[src/design/exc_params.svh]
// constants for the exception-taking unit: offsets, vectors, field positions, reset values
`ifndef EXC_PARAMS_SVH
`define EXC_PARAMS_SVH
`define OFF_BP_ADDR      12'h000
`define OFF_THERM_A      12'h004
`define OFF_THERM_B      12'h008
`define OFF_MSR          12'h00c
`define OFF_SR_PC        12'h010
`define OFF_SR_STATE     12'h014
`define OFF_IRQ_STATUS   12'h018
`define OFF_IRQ_MASK     12'h01c
`define OFF_FETCH_PC     12'h020
`define OFF_DEBUG_CTRL   12'h024
`define VEC_SYS_MGMT     32'h0000_1400
`define VEC_THERMAL      32'h0000_1700
`define VEC_DSI          32'h0000_0300
`define VEC_TRACE        32'h0000_0d00
`define VEC_IBP          32'h0000_1300
`define VEC_EXT          32'h0000_0500
`define BASE_HIGH        32'hfff0_0000
`define MSR_POW          18
`define MSR_ILE          16
`define MSR_EE           15
`define MSR_PR           14
`define MSR_FP           13
`define MSR_ME           12
`define MSR_FE0          11
`define MSR_SE           10
`define MSR_BE           9
`define MSR_FE1          8
`define MSR_IP           6
`define MSR_IR           5
`define MSR_DR           4
`define MSR_PM           2
`define MSR_RI           1
`define MSR_LE           0
`define SAVE_RESTORE_STATE_KEEP_MASK   32'h87c0_ffff
`define MSR_RESET        32'h0000_0040
`define THERM_TIE_BIT    1
`define THERM_TRIP_BIT   0
`define IRQ_SMI_BIT      0
`define IRQ_THERM_BIT    1
`define IRQ_DSI_BIT      2
`define IRQ_SOFTSTOP_BIT 3
`endif

[src/design/exc_pkg.sv]
// types shared by the exception-taking unit
package exc_pkg;
	// kind of exception being taken
	typedef enum logic [2:0] {
		cause_none = 3'h0,
		cause_smi  = 3'h1,
		cause_ext  = 3'h2,
		cause_therm = 3'h3,
		cause_dsi  = 3'h4,
		cause_ibp  = 3'h5,
		cause_trace = 3'h6
	} cause_t;
	// one data access from the load/store side
	typedef struct packed {
		logic        valid;
		logic        is_store;
		logic [31:0] ea;
	} data_access_t;
	// one exception redirect towards fetch
	typedef struct packed {
		logic        valid;
		logic [31:0] target;
		cause_t      cause;
	} redirect_t;
endpackage

[src/design/exc_unit.sv]
// exception-taking unit: system management, thermal, data breakpoint and soft stop
`timescale 1ns/1ns
`include "exc_params.svh"
module exc_unit #(
	parameter int ADDR_W = 12
) (
	input  wire logic                  pclk,
	input  wire logic                  presetn,
	input  wire logic                  psel,
	input  wire logic                  penable,
	input  wire logic                  pwrite,
	input  wire logic [ADDR_W-1:0]     paddr,
	input  wire logic [31:0]           pwdata,
	output logic      [31:0]           prdata,
	output logic                       pready,
	output logic                       pslverr,
	input  wire logic                  sys_mgmt_irq_in,
	input  wire logic                  ext_irq_in,
	input  wire logic                  thermal_trip_a,
	input  wire logic                  thermal_trip_b,
	input  wire exc_pkg::data_access_t data_access,
	input  wire logic [31:0]           next_instr_ea,
	input  wire logic                  instr_complete,
	input  wire logic                  instr_fault,
	input  wire logic                  pipe_empty,
	input  wire logic                  store_queue_empty,
	input  wire logic                  trace_cond,
	input  wire logic                  ibp_cond,
	input  wire logic                  soft_stop_req,
	output exc_pkg::redirect_t         redirect,
	output logic                       dispatch_stop,
	output logic                       soft_stop,
	output logic                       irq
);
	// elaboration refuses a map that cannot hold every offset
	if (ADDR_W < 6) begin
		$error("ADDR_W too small for the register map");
	end

	// state machine of exception entry
	// one-hot, all codes reachable
	typedef enum logic [3:0] {
		st_run   = 4'b0001,
		st_drain = 4'b0010,
		st_wait  = 4'b0100,
		st_take  = 4'b1000
	} entry_state_t;

	// software visible registers
	logic [31:0]     data_breakpoint_address;    // breakpoint address and enables
	logic [31:0]     thermal_threshold_a;        // control of comparator a
	logic [31:0]     thermal_threshold_b;        // control of comparator b
	logic [31:0]     machine_state_reg;          // machine state
	logic [31:0]     save_restore_pc;            // saved resume address
	logic [31:0]     save_restore_state;         // saved machine state
	logic [3:0]      irq_status;                 // sticky event bits
	logic [3:0]      irq_mask;                   // enables onto irq
	logic [31:0]     fetch_pc;                   // last redirect target
	logic            onchip_debug_ctrl;          // soft stop enable from debug side
	entry_state_t    state;                      // entry sequencer
	exc_pkg::cause_t pend_cause;                 // cause being serviced
	// pin synchronisers
	logic [2:0]      smi_sync;                   // pin synchroniser for smi
	logic [2:0]      ext_sync;                   // pin synchroniser for external irq
	logic            smi_lvl;                    // filtered smi level
	logic            ext_lvl;                    // filtered external level
	logic            ss_used;                    // soft stop already given before ibp
	// decoded bus strobes
	logic            wr_en;                      // apb write this cycle
	logic            rd_en;                      // apb read this cycle
	logic            addr_ok;                    // address is mapped
	logic            therm_req;                  // thermal request level
	logic            dsi_hit;                    // data breakpoint match
	logic            ibp_ss;                     // breakpoint soft stop allowed
	logic            ev_soft;                    // soft stop event this cycle
	logic [3:0]      events;                     // event pulses into status
	// entry values
	logic [31:0]     next_msr;                   // machine state after entry
	logic [31:0]     vec_base;                   // base selected by prefix
	logic [31:0]     next_target;                // vector target of the entry

	// decode one register offset
	// upper bits must be zero
	function automatic logic is_reg(input logic [ADDR_W-1:0] a, input logic [11:0] off);
		return a[5:0] == off[5:0] && a[ADDR_W-1:6] == '0;
	endfunction

	// apb strobes, access phase
	// unmapped: pslverr only
	assign wr_en = psel && penable && pwrite;
	assign rd_en = psel && penable && !pwrite;
	assign addr_ok = is_reg(paddr, `OFF_BP_ADDR) || is_reg(paddr, `OFF_THERM_A) ||
		is_reg(paddr, `OFF_THERM_B) || is_reg(paddr, `OFF_MSR) || is_reg(paddr, `OFF_SR_PC) ||
		is_reg(paddr, `OFF_SR_STATE) || is_reg(paddr, `OFF_IRQ_STATUS) ||
		is_reg(paddr, `OFF_IRQ_MASK) || is_reg(paddr, `OFF_FETCH_PC) || is_reg(paddr, `OFF_DEBUG_CTRL);

	// synchronise pins; a change counts once stages two and three agree
	// stage one never decides
	// a one-cycle glitch is lost
	always_ff @(posedge pclk or negedge presetn) begin
		if (!presetn) begin
			smi_sync <= 3'h0;
			ext_sync <= 3'h0;
			smi_lvl  <= 1'b0;
			ext_lvl  <= 1'b0;
		end else begin
			smi_sync <= {smi_sync[1:0], sys_mgmt_irq_in};
			ext_sync <= {ext_sync[1:0], ext_irq_in};
			if (smi_sync[1] == smi_sync[2]) begin
				smi_lvl <= smi_sync[2];
			end
			if (ext_sync[1] == ext_sync[2]) begin
				ext_lvl <= ext_sync[2];
			end
		end
	end

	// thermal request: enabled trip of either comparator, masked by ee
	// comparators share pclk
	// masked: no status set
	assign therm_req = ((thermal_trip_a && thermal_threshold_a[`THERM_TIE_BIT]) ||
		(thermal_trip_b && thermal_threshold_b[`THERM_TIE_BIT])) &&
		machine_state_reg[`MSR_EE];

	// data breakpoint compare at doubleword granularity
	// low three bits ignored
	// both enables clear: off
	assign dsi_hit = data_access.valid &&
		data_access.ea[31:3] == data_breakpoint_address[31:3] &&
		data_breakpoint_address[2] == machine_state_reg[`MSR_DR] &&
		((data_access.is_store && data_breakpoint_address[1]) ||
		 (!data_access.is_store && data_breakpoint_address[0]));

	// breakpoint soft stop only if none was given before this breakpoint
	assign ibp_ss = ibp_cond && !ss_used;
	// soft stop sources when enabled; debug request always
	// data hit also soft-stops
	// debug request: no mask
	assign ev_soft = soft_stop_req ||
		(onchip_debug_ctrl && (dsi_hit || ibp_ss || (trace_cond && !ibp_cond && !ss_used)));
	assign events = {ev_soft, dsi_hit, therm_req, smi_lvl};

	// machine state on entry and saved copy
	// endian, check, prefix pass
	// unlisted bits are kept
	always_comb begin
		next_msr = machine_state_reg;
		next_msr[`MSR_POW] = 1'b0;
		next_msr[`MSR_EE]  = 1'b0;
		next_msr[`MSR_PR]  = 1'b0;
		next_msr[`MSR_FP]  = 1'b0;
		next_msr[`MSR_FE0] = 1'b0;
		next_msr[`MSR_SE]  = 1'b0;
		next_msr[`MSR_BE]  = 1'b0;
		next_msr[`MSR_FE1] = 1'b0;
		next_msr[`MSR_IR]  = 1'b0;
		next_msr[`MSR_DR]  = 1'b0;
		next_msr[`MSR_PM]  = 1'b0;
		next_msr[`MSR_RI]  = 1'b0;
		next_msr[`MSR_LE]  = machine_state_reg[`MSR_ILE];
	end

	// vector base and offset per cause
	// prefix set: high base
	// offsets clear of base bits
	always_comb begin
		vec_base = machine_state_reg[`MSR_IP] ? `BASE_HIGH : 32'h0000_0000;
		unique case (pend_cause)
			exc_pkg::cause_smi:   next_target = vec_base | `VEC_SYS_MGMT;
			exc_pkg::cause_therm: next_target = vec_base | `VEC_THERMAL;
			exc_pkg::cause_dsi:   next_target = vec_base | `VEC_DSI;
			exc_pkg::cause_ibp:   next_target = vec_base | `VEC_IBP;
			exc_pkg::cause_trace: next_target = vec_base | `VEC_TRACE;
			exc_pkg::cause_ext:   next_target = vec_base | `VEC_EXT;
			default:              next_target = vec_base;
		endcase
	end

	// one exception in flight
	// late requests wait for run
	// stop stands until redirect
	// entry sequencer: stop, drain, reach recoverable point, take
	always_ff @(posedge pclk or negedge presetn) begin
		if (!presetn) begin
			state         <= st_run;
			pend_cause    <= exc_pkg::cause_none;
			dispatch_stop <= 1'b0;
			redirect      <= '0;
		end else begin
			redirect.valid <= 1'b0;
			unique case (state)
				st_run: begin
					// immediate synchronous faults first
					if (dsi_hit && !onchip_debug_ctrl) begin
						pend_cause <= exc_pkg::cause_dsi;
						state <= st_take;
					end else if (ibp_cond && !onchip_debug_ctrl) begin
						pend_cause <= exc_pkg::cause_ibp;
						state <= st_take;
					end else if (trace_cond && !onchip_debug_ctrl) begin
						pend_cause <= exc_pkg::cause_trace;
						state <= st_take;
					end else if (smi_lvl && machine_state_reg[`MSR_EE]) begin
						// management, gated like ext
						pend_cause <= exc_pkg::cause_smi;
						dispatch_stop <= 1'b1;
						state <= st_drain;
					end else if (ext_lvl && machine_state_reg[`MSR_EE]) begin
						// external after management
						pend_cause <= exc_pkg::cause_ext;
						dispatch_stop <= 1'b1;
						state <= st_drain;
					end else if (therm_req) begin
						// thermal last, gated
						pend_cause <= exc_pkg::cause_therm;
						dispatch_stop <= 1'b1;
						state <= st_drain;
					end
				end
				st_drain: begin
					// a fault raised while draining is taken first, request stays pending
					if (instr_fault) begin
						pend_cause <= exc_pkg::cause_dsi;
						state <= st_take;
					end else if (instr_complete || pipe_empty) begin
						state <= st_wait;
					end
				end
				st_wait: begin
					// recoverable: completion halted, store queue drained
					if (pipe_empty && store_queue_empty) begin
						state <= st_take;
					end
				end
				st_take: begin
					// save, vector, resume
					redirect.valid  <= 1'b1;
					redirect.target <= next_target;
					redirect.cause  <= pend_cause;
					dispatch_stop   <= 1'b0;
					state           <= st_run;
				end
				default: state <= st_run;
			endcase
		end
	end

	// entry beats a sw write
	// in the same cycle
	// machine state and save/restore registers
	always_ff @(posedge pclk or negedge presetn) begin
		if (!presetn) begin
			machine_state_reg  <= `MSR_RESET;
			save_restore_pc    <= 32'h0000_0000;
			save_restore_state <= 32'h0000_0000;
			fetch_pc           <= 32'h0000_0000;
		end else if (state == st_take) begin
			save_restore_pc    <= next_instr_ea;
			save_restore_state <= machine_state_reg & `SAVE_RESTORE_STATE_KEEP_MASK;
			machine_state_reg  <= next_msr;
			fetch_pc           <= next_target;
		end else if (wr_en && is_reg(paddr, `OFF_MSR)) begin
			machine_state_reg <= pwdata;
		end else if (wr_en && is_reg(paddr, `OFF_SR_PC)) begin
			save_restore_pc <= pwdata;
		end else if (wr_en && is_reg(paddr, `OFF_SR_STATE)) begin
			save_restore_state <= pwdata;
		end
	end

	// software configuration registers
	// writes land in access
	always_ff @(posedge pclk or negedge presetn) begin
		if (!presetn) begin
			data_breakpoint_address <= 32'h0000_0000;
			thermal_threshold_a     <= 32'h0000_0000;
			thermal_threshold_b     <= 32'h0000_0000;
			irq_mask                <= 4'h0;
			onchip_debug_ctrl       <= 1'b0;
		end else if (wr_en) begin
			if (is_reg(paddr, `OFF_BP_ADDR)) begin
				data_breakpoint_address <= pwdata;
			end
			if (is_reg(paddr, `OFF_THERM_A)) begin
				thermal_threshold_a <= pwdata;
			end
			if (is_reg(paddr, `OFF_THERM_B)) begin
				thermal_threshold_b <= pwdata;
			end
			if (is_reg(paddr, `OFF_IRQ_MASK)) begin
				irq_mask <= pwdata[3:0];
			end
			if (is_reg(paddr, `OFF_DEBUG_CTRL)) begin
				onchip_debug_ctrl <= pwdata[0];
			end
		end
	end

	// soft stop pulse and one-per-breakpoint guard
	// guard clears on complete
	always_ff @(posedge pclk or negedge presetn) begin
		if (!presetn) begin
			soft_stop <= 1'b0;
			ss_used   <= 1'b0;
		end else begin
			soft_stop <= ev_soft;
			if (instr_complete) begin
				ss_used <= 1'b0;
			end else if (ev_soft) begin
				ss_used <= 1'b1;
			end
		end
	end

	// sticky status, write one to clear, set wins
	// set wins over clear
	// irq one cycle behind
	always_ff @(posedge pclk or negedge presetn) begin
		if (!presetn) begin
			irq_status <= 4'h0;
			irq        <= 1'b0;
		end else begin
			if (wr_en && is_reg(paddr, `OFF_IRQ_STATUS)) begin
				irq_status <= (irq_status & ~pwdata[3:0]) | events;
			end else begin
				irq_status <= irq_status | events;
			end
			irq <= |(irq_status & irq_mask);
		end
	end

	// apb read data and response
	// zero wait states
	// data stands in access
	always_ff @(posedge pclk or negedge presetn) begin
		if (!presetn) begin
			prdata  <= 32'h0000_0000;
			pready  <= 1'b0;
			pslverr <= 1'b0;
		end else begin
			pready  <= psel && !penable;
			pslverr <= psel && !penable && !addr_ok;
			prdata  <= 32'h0000_0000;
			if (psel && !penable && !pwrite) begin
				if (is_reg(paddr, `OFF_BP_ADDR)) prdata <= data_breakpoint_address;
				else if (is_reg(paddr, `OFF_THERM_A)) prdata <= thermal_threshold_a;
				else if (is_reg(paddr, `OFF_THERM_B)) prdata <= thermal_threshold_b;
				else if (is_reg(paddr, `OFF_MSR)) prdata <= machine_state_reg;
				else if (is_reg(paddr, `OFF_SR_PC)) prdata <= save_restore_pc;
				else if (is_reg(paddr, `OFF_SR_STATE)) prdata <= save_restore_state;
				else if (is_reg(paddr, `OFF_IRQ_STATUS)) prdata <= {28'h0, irq_status};
				else if (is_reg(paddr, `OFF_IRQ_MASK)) prdata <= {28'h0, irq_mask};
				else if (is_reg(paddr, `OFF_FETCH_PC)) prdata <= fetch_pc;
				else if (is_reg(paddr, `OFF_DEBUG_CTRL)) prdata <= {31'h0, onchip_debug_ctrl};
			end
		end
	end
endmodule

[config.mk]
export PLATFORM = sky130hd
export DESIGN_NAME = exc_unit
export DESIGN_NICKNAME = d
export VERILOG_FILES = /design/src/design/exc_pkg.sv /design/src/design/exc_unit.sv
export VERILOG_INCLUDE_DIRS = /design/src /design/src/design
export SDC_FILE = /design/constraint.sdc
export NUM_CORES = 1
export LEC_CHECK = 0
export ABC_AREA = 1
export BUFFER_PORTS_ARGS = -buffer_cell sky130_fd_sc_hd__buf_4
export CORE_MARGIN = 5
export CORE_UTILIZATION = 57
export DETAILED_ROUTE_END_ITERATION = 10
export GPL_TIMING_DRIVEN = 0
export PLACE_DENSITY = 0.81
export SETUP_SLACK_MARGIN = 0.02
export SYNTH_ARGS = -nofsm -noshare
export SYNTH_HDL_FRONTEND = slang
export SYNTH_SLANG_ARGS = --single-unit
[constraint.sdc]
create_clock -name pclk -period 2 [get_ports pclk]
set_input_delay 0.3 -clock pclk [delete_from_list [all_inputs] [get_ports pclk]]
set_output_delay 0.3 -clock pclk [all_outputs]
set_load 0.01 [all_outputs]
== Yosys cells after proc, flatten, opt, wreduce, memory -nomap -nowiden ==
Cells that the tools add are included.

* Memories: 0
* Output and inout port bits: 73
* Latch bits: 0
* Bits of input ports: 126
* Memory bits (writable): 0
* Register bits after elaboration: 290
* ROM bits: 0
* Word-level logic and storage cells: 195

* Reductions and logical operators: 79
* Shifts and indexed selects: 0
* Add/sub/neg operators: 0
* Bitwise logic cells: 6
* Div/mod/pow operators: 0
* Equality and inequality tests: 33
* Multiply operators: 0
* $lt $le $gt $ge: 0
* Mux-type cells: 51

{| class="wikitable"
|+ Operators by type and width
! cell !! number
|-
| 32-bit 2-to-1 mux || 18
|-
| 13-bit case mux with 6 select lines || 1
|-
| 4-bit 2-to-1 mux || 10
|-
| 19-bit 2-to-1 mux || 2
|-
| 1-bit logical AND || 37
|-
| 36-bit 2-to-1 mux || 1
|-
| 29-bit equality test || 1
|-
| 6-bit by 5-bit equality test with 1-bit output (second input constant) || 4
|-
| 3-bit 2-to-1 mux || 7
|-
| 1-bit logical OR || 15
|-
| 2-bit inequality test (second input constant) || 7
|-
| 2-bit AND reduction || 7
|-
| 6-bit by 4-bit equality test with 1-bit output (second input constant) || 2
|-
| 6-bit equality test (second input constant) || 2
|-
| 6-bit zero test || 2
|-
| 4-bit case mux with 3 select lines || 1
|-
| 2-bit nonzero test || 6
|-
| 3-bit equality test (second input constant) || 3
|-
| 1-bit 2-to-1 mux || 9
|-
| 3-bit AND reduction || 3
|-
| 4-bit bitwise AND || 2
|-
| 4-bit bitwise OR || 2
|-
| 1-bit zero test || 7
|-
| 7-bit inequality test (second input constant) || 1
|-
| other kinds (16) || 19
|}

== Depth between registers and ports, before layout ==
* Depth in word-level cells: 13
* Mapped depth: 14
* Depth with buffers taken out: 14

== Worst setup path after synthesis ==
No wires, ideal clock.

* Path kind: input to register
* Start point: input paddr[9]
* End point: register machine_state_reg[21]
* Setup slack: 0.346 ns
* Stages on the path: 12
* Library setup time: 0.130 ns
* Arrival time: 1.524 ns
* Path buffers: 2
* Required time: 1.870 ns
* Path through: nor2_1 -> nand2_1 -> nor2_8 -> nand2_4 -> inv_4 -> nand2_4 -> nor2_4 -> nand2_1 -> buf_4 -> buf_6 -> nand2_1 -> o21ai_1

* Longest elaborated chain between the ends: 4

{| class="wikitable"
|+ Ends and longest elaborated chain
! element !! RTL line !! text
|-
| from (decl) || exc_unit.sv:12 || <nowiki>input wire logic [ADDR_W-1:0] paddr,</nowiki>
|-
| 6-bit zero test || exc_unit.sv:85 || <nowiki>return a[5:0] == off[5:0] && a[ADDR_W-1:6] == '0;</nowiki>
|-
| 1-bit logical AND || exc_unit.sv:85 ||
|-
| 1-bit logical AND || exc_unit.sv:262 || <nowiki>end else if (wr_en && is_reg(paddr, `OFF_MSR)) begin</nowiki>
|-
| 2-bit AND reduction (no source line) || - ||
|-
| to (signal assigned) || exc_unit.sv:253 || <nowiki>machine_state_reg <= `MSR_RESET;</nowiki>
|-
| to (signal assigned) || exc_unit.sv:260 || <nowiki>machine_state_reg <= next_msr;</nowiki>
|-
| to (signal assigned) || exc_unit.sv:263 || <nowiki>machine_state_reg <= pwdata;</nowiki>
|-
| to (decl) || exc_unit.sv:53 || <nowiki>logic [31:0] machine_state_reg;</nowiki>
|}

Every way passes these cells.
A chain may end at the register's enable or synchronous reset.

== Worst setup path after layout ==
* Start point: register data_breakpoint_address[30]
* End point: register pend_cause[1]

* Longest elaborated chain between the ends: 7
* Elaborated cells on any way between the ends: 9
* Those cells by class: eq/ne (2); mux (2); reduce/logical (5)

{| class="wikitable"
|+ Ends and longest elaborated chain
! element !! RTL line !! text
|-
| from (decl) || exc_unit.sv:50 || <nowiki>logic [31:0] data_breakpoint_address;</nowiki>
|-
| from (signal assigned) || exc_unit.sv:282 || <nowiki>data_breakpoint_address <= pwdata;</nowiki>
|-
| 29-bit equality test * || exc_unit.sv:129 || <nowiki>data_access.ea[31:3] == data_breakpoint_address[31:3] &&</nowiki>
|-
| 1-bit logical AND * (3 in series) || exc_unit.sv:128 || <nowiki>assign dsi_hit = data_access.valid &&</nowiki>
|-
| 1-bit logical AND * || exc_unit.sv:194 || <nowiki>if (dsi_hit && !onchip_debug_ctrl) begin</nowiki>
|-
| 7-bit inequality test (no source line) / 3-bit 2-to-1 mux (equally long branches) || - ||
|-
| 3-bit AND reduction (no source line) / 3-bit case mux with 2 select lines (equally long branches) || - ||
|-
| to (signal assigned) || exc_unit.sv:195 || <nowiki>pend_cause <= exc_pkg::cause_dsi;</nowiki>
|-
| to (signal assigned) || exc_unit.sv:198 || <nowiki>pend_cause <= exc_pkg::cause_ibp;</nowiki>
|-
| to (signal assigned) || exc_unit.sv:201 || <nowiki>pend_cause <= exc_pkg::cause_trace;</nowiki>
|-
| to (decl) || exc_unit.sv:61 || <nowiki>exc_pkg::cause_t pend_cause;</nowiki>
|}

Mark *: on every way between the ends. The rest lies on a longest branch, timed or not.

==> flow_summary.rst <==
.. list-table::
   :header-rows: 1

   * - Metric
     - Value
   * - Fraction of layout instances using a drive strength above 1
     - 0.177
   * - Top-count cell post-synth
     - sky130_fd_sc_hd__nand2_1
   * - Drt pass-1 iters
     - 6
   * - Leakage power
     - 8.10 nW
   * - Root Buffer Master
     - sky130_fd_sc_hd__clkbuf_16
   * - Flip-flop cell with the highest count after synthesis
     - sky130_fd_sc_hd__dfrtp_1
   * - Gate count of the mapped netlist
     - 1640
   * - Overall via count from detail_route
     - 12500
   * - Layout overhead on the synthesized area
     - 23.0%
   * - Sort of element at the end of the critical path
     - flop
   * - Total half-perimeter wirelength after legalization and detailed placement
     - around 32 mm
   * - Vias in the first global route
     - roughly 12000
   * - Max Clock Skew
     - ~0.0087 ns
   * - Final count of negative-setup-slack endpoints
     - 0
   * - Sort of element at the start of the critical path
     - flop
   * - Number of antenna cells inserted
     - 0
   * - Number of flip-flops and latches in the synthesized netlist
     - 264
   * - TritonCTS clock tree
     - yes
   * - Die W
     - 161 um
   * - Worst voltage drop across the vdd grid
     - 0.00104 V
   * - WP data arrival
     - 2.33 ns
   * - DRT Wirelength
     - 42.1 mm
   * - Max Fclk
     - 520 MHz
   * - EDFF count, synth
     - 0
   * - Clock Pin Slew Worst Setup and Hold Paths
     - 0.06 ns
   * - Synth cell count leaders
     - sky130_fd_sc_hd__nand2_1, sky130_fd_sc_hd__dfrtp_1, sky130_fd_sc_hd__inv_1, sky130_fd_sc_hd__o21ai_0, sky130_fd_sc_hd__nor2_1
   * - Total GRT Usage
     - 0.324
   * - Hold violation count in the final report
     - 0
   * - Cells taking the most area after synthesis
     - sky130_fd_sc_hd__dfrtp_1, sky130_fd_sc_hd__nand2_1, sky130_fd_sc_hd__o21ai_0, sky130_fd_sc_hd__inv_1, sky130_fd_sc_hd__o221ai_1
   * - Sink count of the clock tree
     - roughly 260
   * - Distinct cell type count of the synthesized netlist
     - 42
   * - Setup Crit Path Kind
     - flop to flop
   * - Final Slew Violations
     - 0
   * - Outcome
     - finished clean
   * - Post-route worst hold slack
     - about 0.0042 ns
   * - Hold Crit Class
     - input port to flop
   * - Maximum Capacitance Violations
     - 0
   * - Area enclosed by the die boundary
     - 25800 sq um
   * - Vias per std cell
     - about 5.7
   * - Antenna violations before repair
     - 1
   * - Number of input and output port buffers inserted
     - 180
   * - CTS H-tree depth
     - 1
   * - Max FO, Critical Path
     - 6
   * - Die Y
     - 161 um
   * - Post-Syn Area per Cell
     - ~8 sq um
   * - Global-route congestion overflow total
     - 0
   * - Warnings from Yosys
     - 0
   * - Number of DRC violations after detailed routing
     - 0
   * - Fraction of the cycle the final worst path needs
     - 0.961
   * - Setup Total Neg Slack
     - 0 ns
   * - Worst-case headroom to the max-slew limit
     - 0.473
   * - Pwr/cell area
     - 927 nW/um^2
   * - Post-synth top area cell
     - sky130_fd_sc_hd__dfrtp_1
   * - Final design utilization
     - 0.706
   * - Weighted congestion reported at the end of routability-driven placement
     - between 1 and 1.5
   * - Clock latency at the later pin of the worst-skew pair
     - 0.54 ns
   * - Starting density of the core
     - 0.574
   * - Routed length per instance
     - around 19 um
   * - Number of buffers created by CTS
     - 27
   * - Area of the core
     - 22500 sq um
   * - Ports
     - approximately 200
   * - Row count
     - 55
   * - Pin slew with the least headroom to its limit
     - 0.788 ns
   * - Share of the synthesized area in the top cell type
     - 0.507
   * - Maximum number of pins on one net before global-route repair
     - 104
   * - Final layout net count
     - 2002
   * - Remaining antenna violation count after routing
     - 0
   * - Netlist area before placement
     - 12900 sq um
   * - Endpoint required time on the critical path
     - approximately 2.4 ns
   * - Buffers inserted during post-CTS setup optimization
     - 0
   * - Crit path time final
     - around 1.9 ns
   * - 1st-iter DRT viols
     - 1458
   * - Bufs on Longest Clock Path
     - 3
   * - Fraction of the yosys area taken by sequential cells
     - 0.511
   * - Global-route wire length before repair
     - between 60 and 70 mm
   * - Share of flip-flops with an asynchronous set or reset
     - 1.00
## final timing paths
path | cells after the start | from | end | slack (ns)
min reg2reg | 0 | smi_sync[0] | smi_sync[1] | 0.35
max | 13 | data_breakpoint_address[30] | pend_cause[1] | 0.08
min | 3 | next_instr_ea[15] | save_restore_pc[15] | 0.004
min in group asynchronous | 2 | presetn | smi_sync[0] | 0.29
max in group asynchronous | 4 | presetn | machine_state_reg[4] | 0.42
max reg2reg | 13 | data_breakpoint_address[30] | pend_cause[1] | 0.08
## critical path, stage by stage, from the launching register on
cell and delay (ns):
sky130_fd_sc_hd__dfrtp_1 0.40, sky130_fd_sc_hd__inv_1 0.10, sky130_fd_sc_hd__nand2_1 0.13, sky130_fd_sc_hd__nand2_1 0.07, sky130_fd_sc_hd__inv_1 0.06, sky130_fd_sc_hd__nand2_1 0.07, sky130_fd_sc_hd__nor2_1 0.09, sky130_fd_sc_hd__nand2_1 0.09
sky130_fd_sc_hd__nor2_1 0.20, sky130_fd_sc_hd__nand3_4 0.18, sky130_fd_sc_hd__nand3_2 0.16, sky130_fd_sc_hd__nand2_1 0.11, sky130_fd_sc_hd__nand2_1 0.07, sky130_fd_sc_hd__nand2_1 0.06
## cells by family after synthesis
logic type               synth area share
multiplexers                     0.000774
other                            0.000290
XOR/XNOR                          0.00542
adder cells (fa/ha/maj)           0.00155
AND/OR/NAND/NOR                     0.221
buffers and inverters              0.0994
flip-flops                          0.511
AO/OA/AOI/OAI                       0.160
## placed cells by master, fill, tap and decap left out, types with 31 or more instances in the layout
| master | n |
|---|---|
| sky130_fd_sc_hd__dfrtp_1 | 260 |
| sky130_fd_sc_hd__o221ai_1 | 37 |
| sky130_fd_sc_hd__o21ai_0 | 164 |
| sky130_fd_sc_hd__clkbuf_1 | 36 |
| sky130_fd_sc_hd__nor2_1 | 76 |
| sky130_fd_sc_hd__o21ai_1 | 41 |
| sky130_fd_sc_hd__inv_1 | 193 |
| sky130_fd_sc_hd__nand3_1 | 31 |
| sky130_fd_sc_hd__o211ai_1 | 36 |
| sky130_fd_sc_hd__nand2_1 | 560 |
| sky130_fd_sc_hd__buf_4 | 211 |
| sky130_fd_sc_hd__a21oi_1 | 40 |
## layer usage
metal  up-vias  GRT usage  routed length, um
met2       738      0.501              18900
met3       102     0.0775               4960
met1      5891      0.455              16900
li1       5734          -                  -
met4         2      0.106               1350
met5         -          0                 13
## timing repair
action | in CTS | in global routing
pin swaps | 0 | 1
hold endpoints to repair | 71 | 0
resized for setup | 6 | 30
setup endpoints to repair | 45 | 81
hold buffers | 12 | 0
## metrics by stage
step,cells,setup WS (ns),total power [mW],instance area [sq um]
2_1_floorplan,1654,0.346,8.29,13000
3_5_place_dp,2121,-0.366,9.34,14700
6_report,2181,0.0785,14.7,15900
4_1_cts,2182,0.0209,14.7,15800
5_1_grt,2181,-0.0144,15.4,15900
3_3_place_gp,2119,-1.51,9.20,14700
## where the power goes
part | internal (mW) | switching, mW
clock | 3.22 | 2.13
combinational | 1.05 | 1.51
sequential | 6.27 | 0.541
## final cells by class
class,instances,area [sq um]
Tap cell,285,357
Sequential cell,264,6610
Fill cell,1818,6610
Timing Repair Buffer,194,1530
Buffer,98,536
Multi-Input combinational cell,1088,5140
Clock buffer,39,821
Inverter,203,764
Clock inverter,10,131
(Power assumes the default switching activity.)
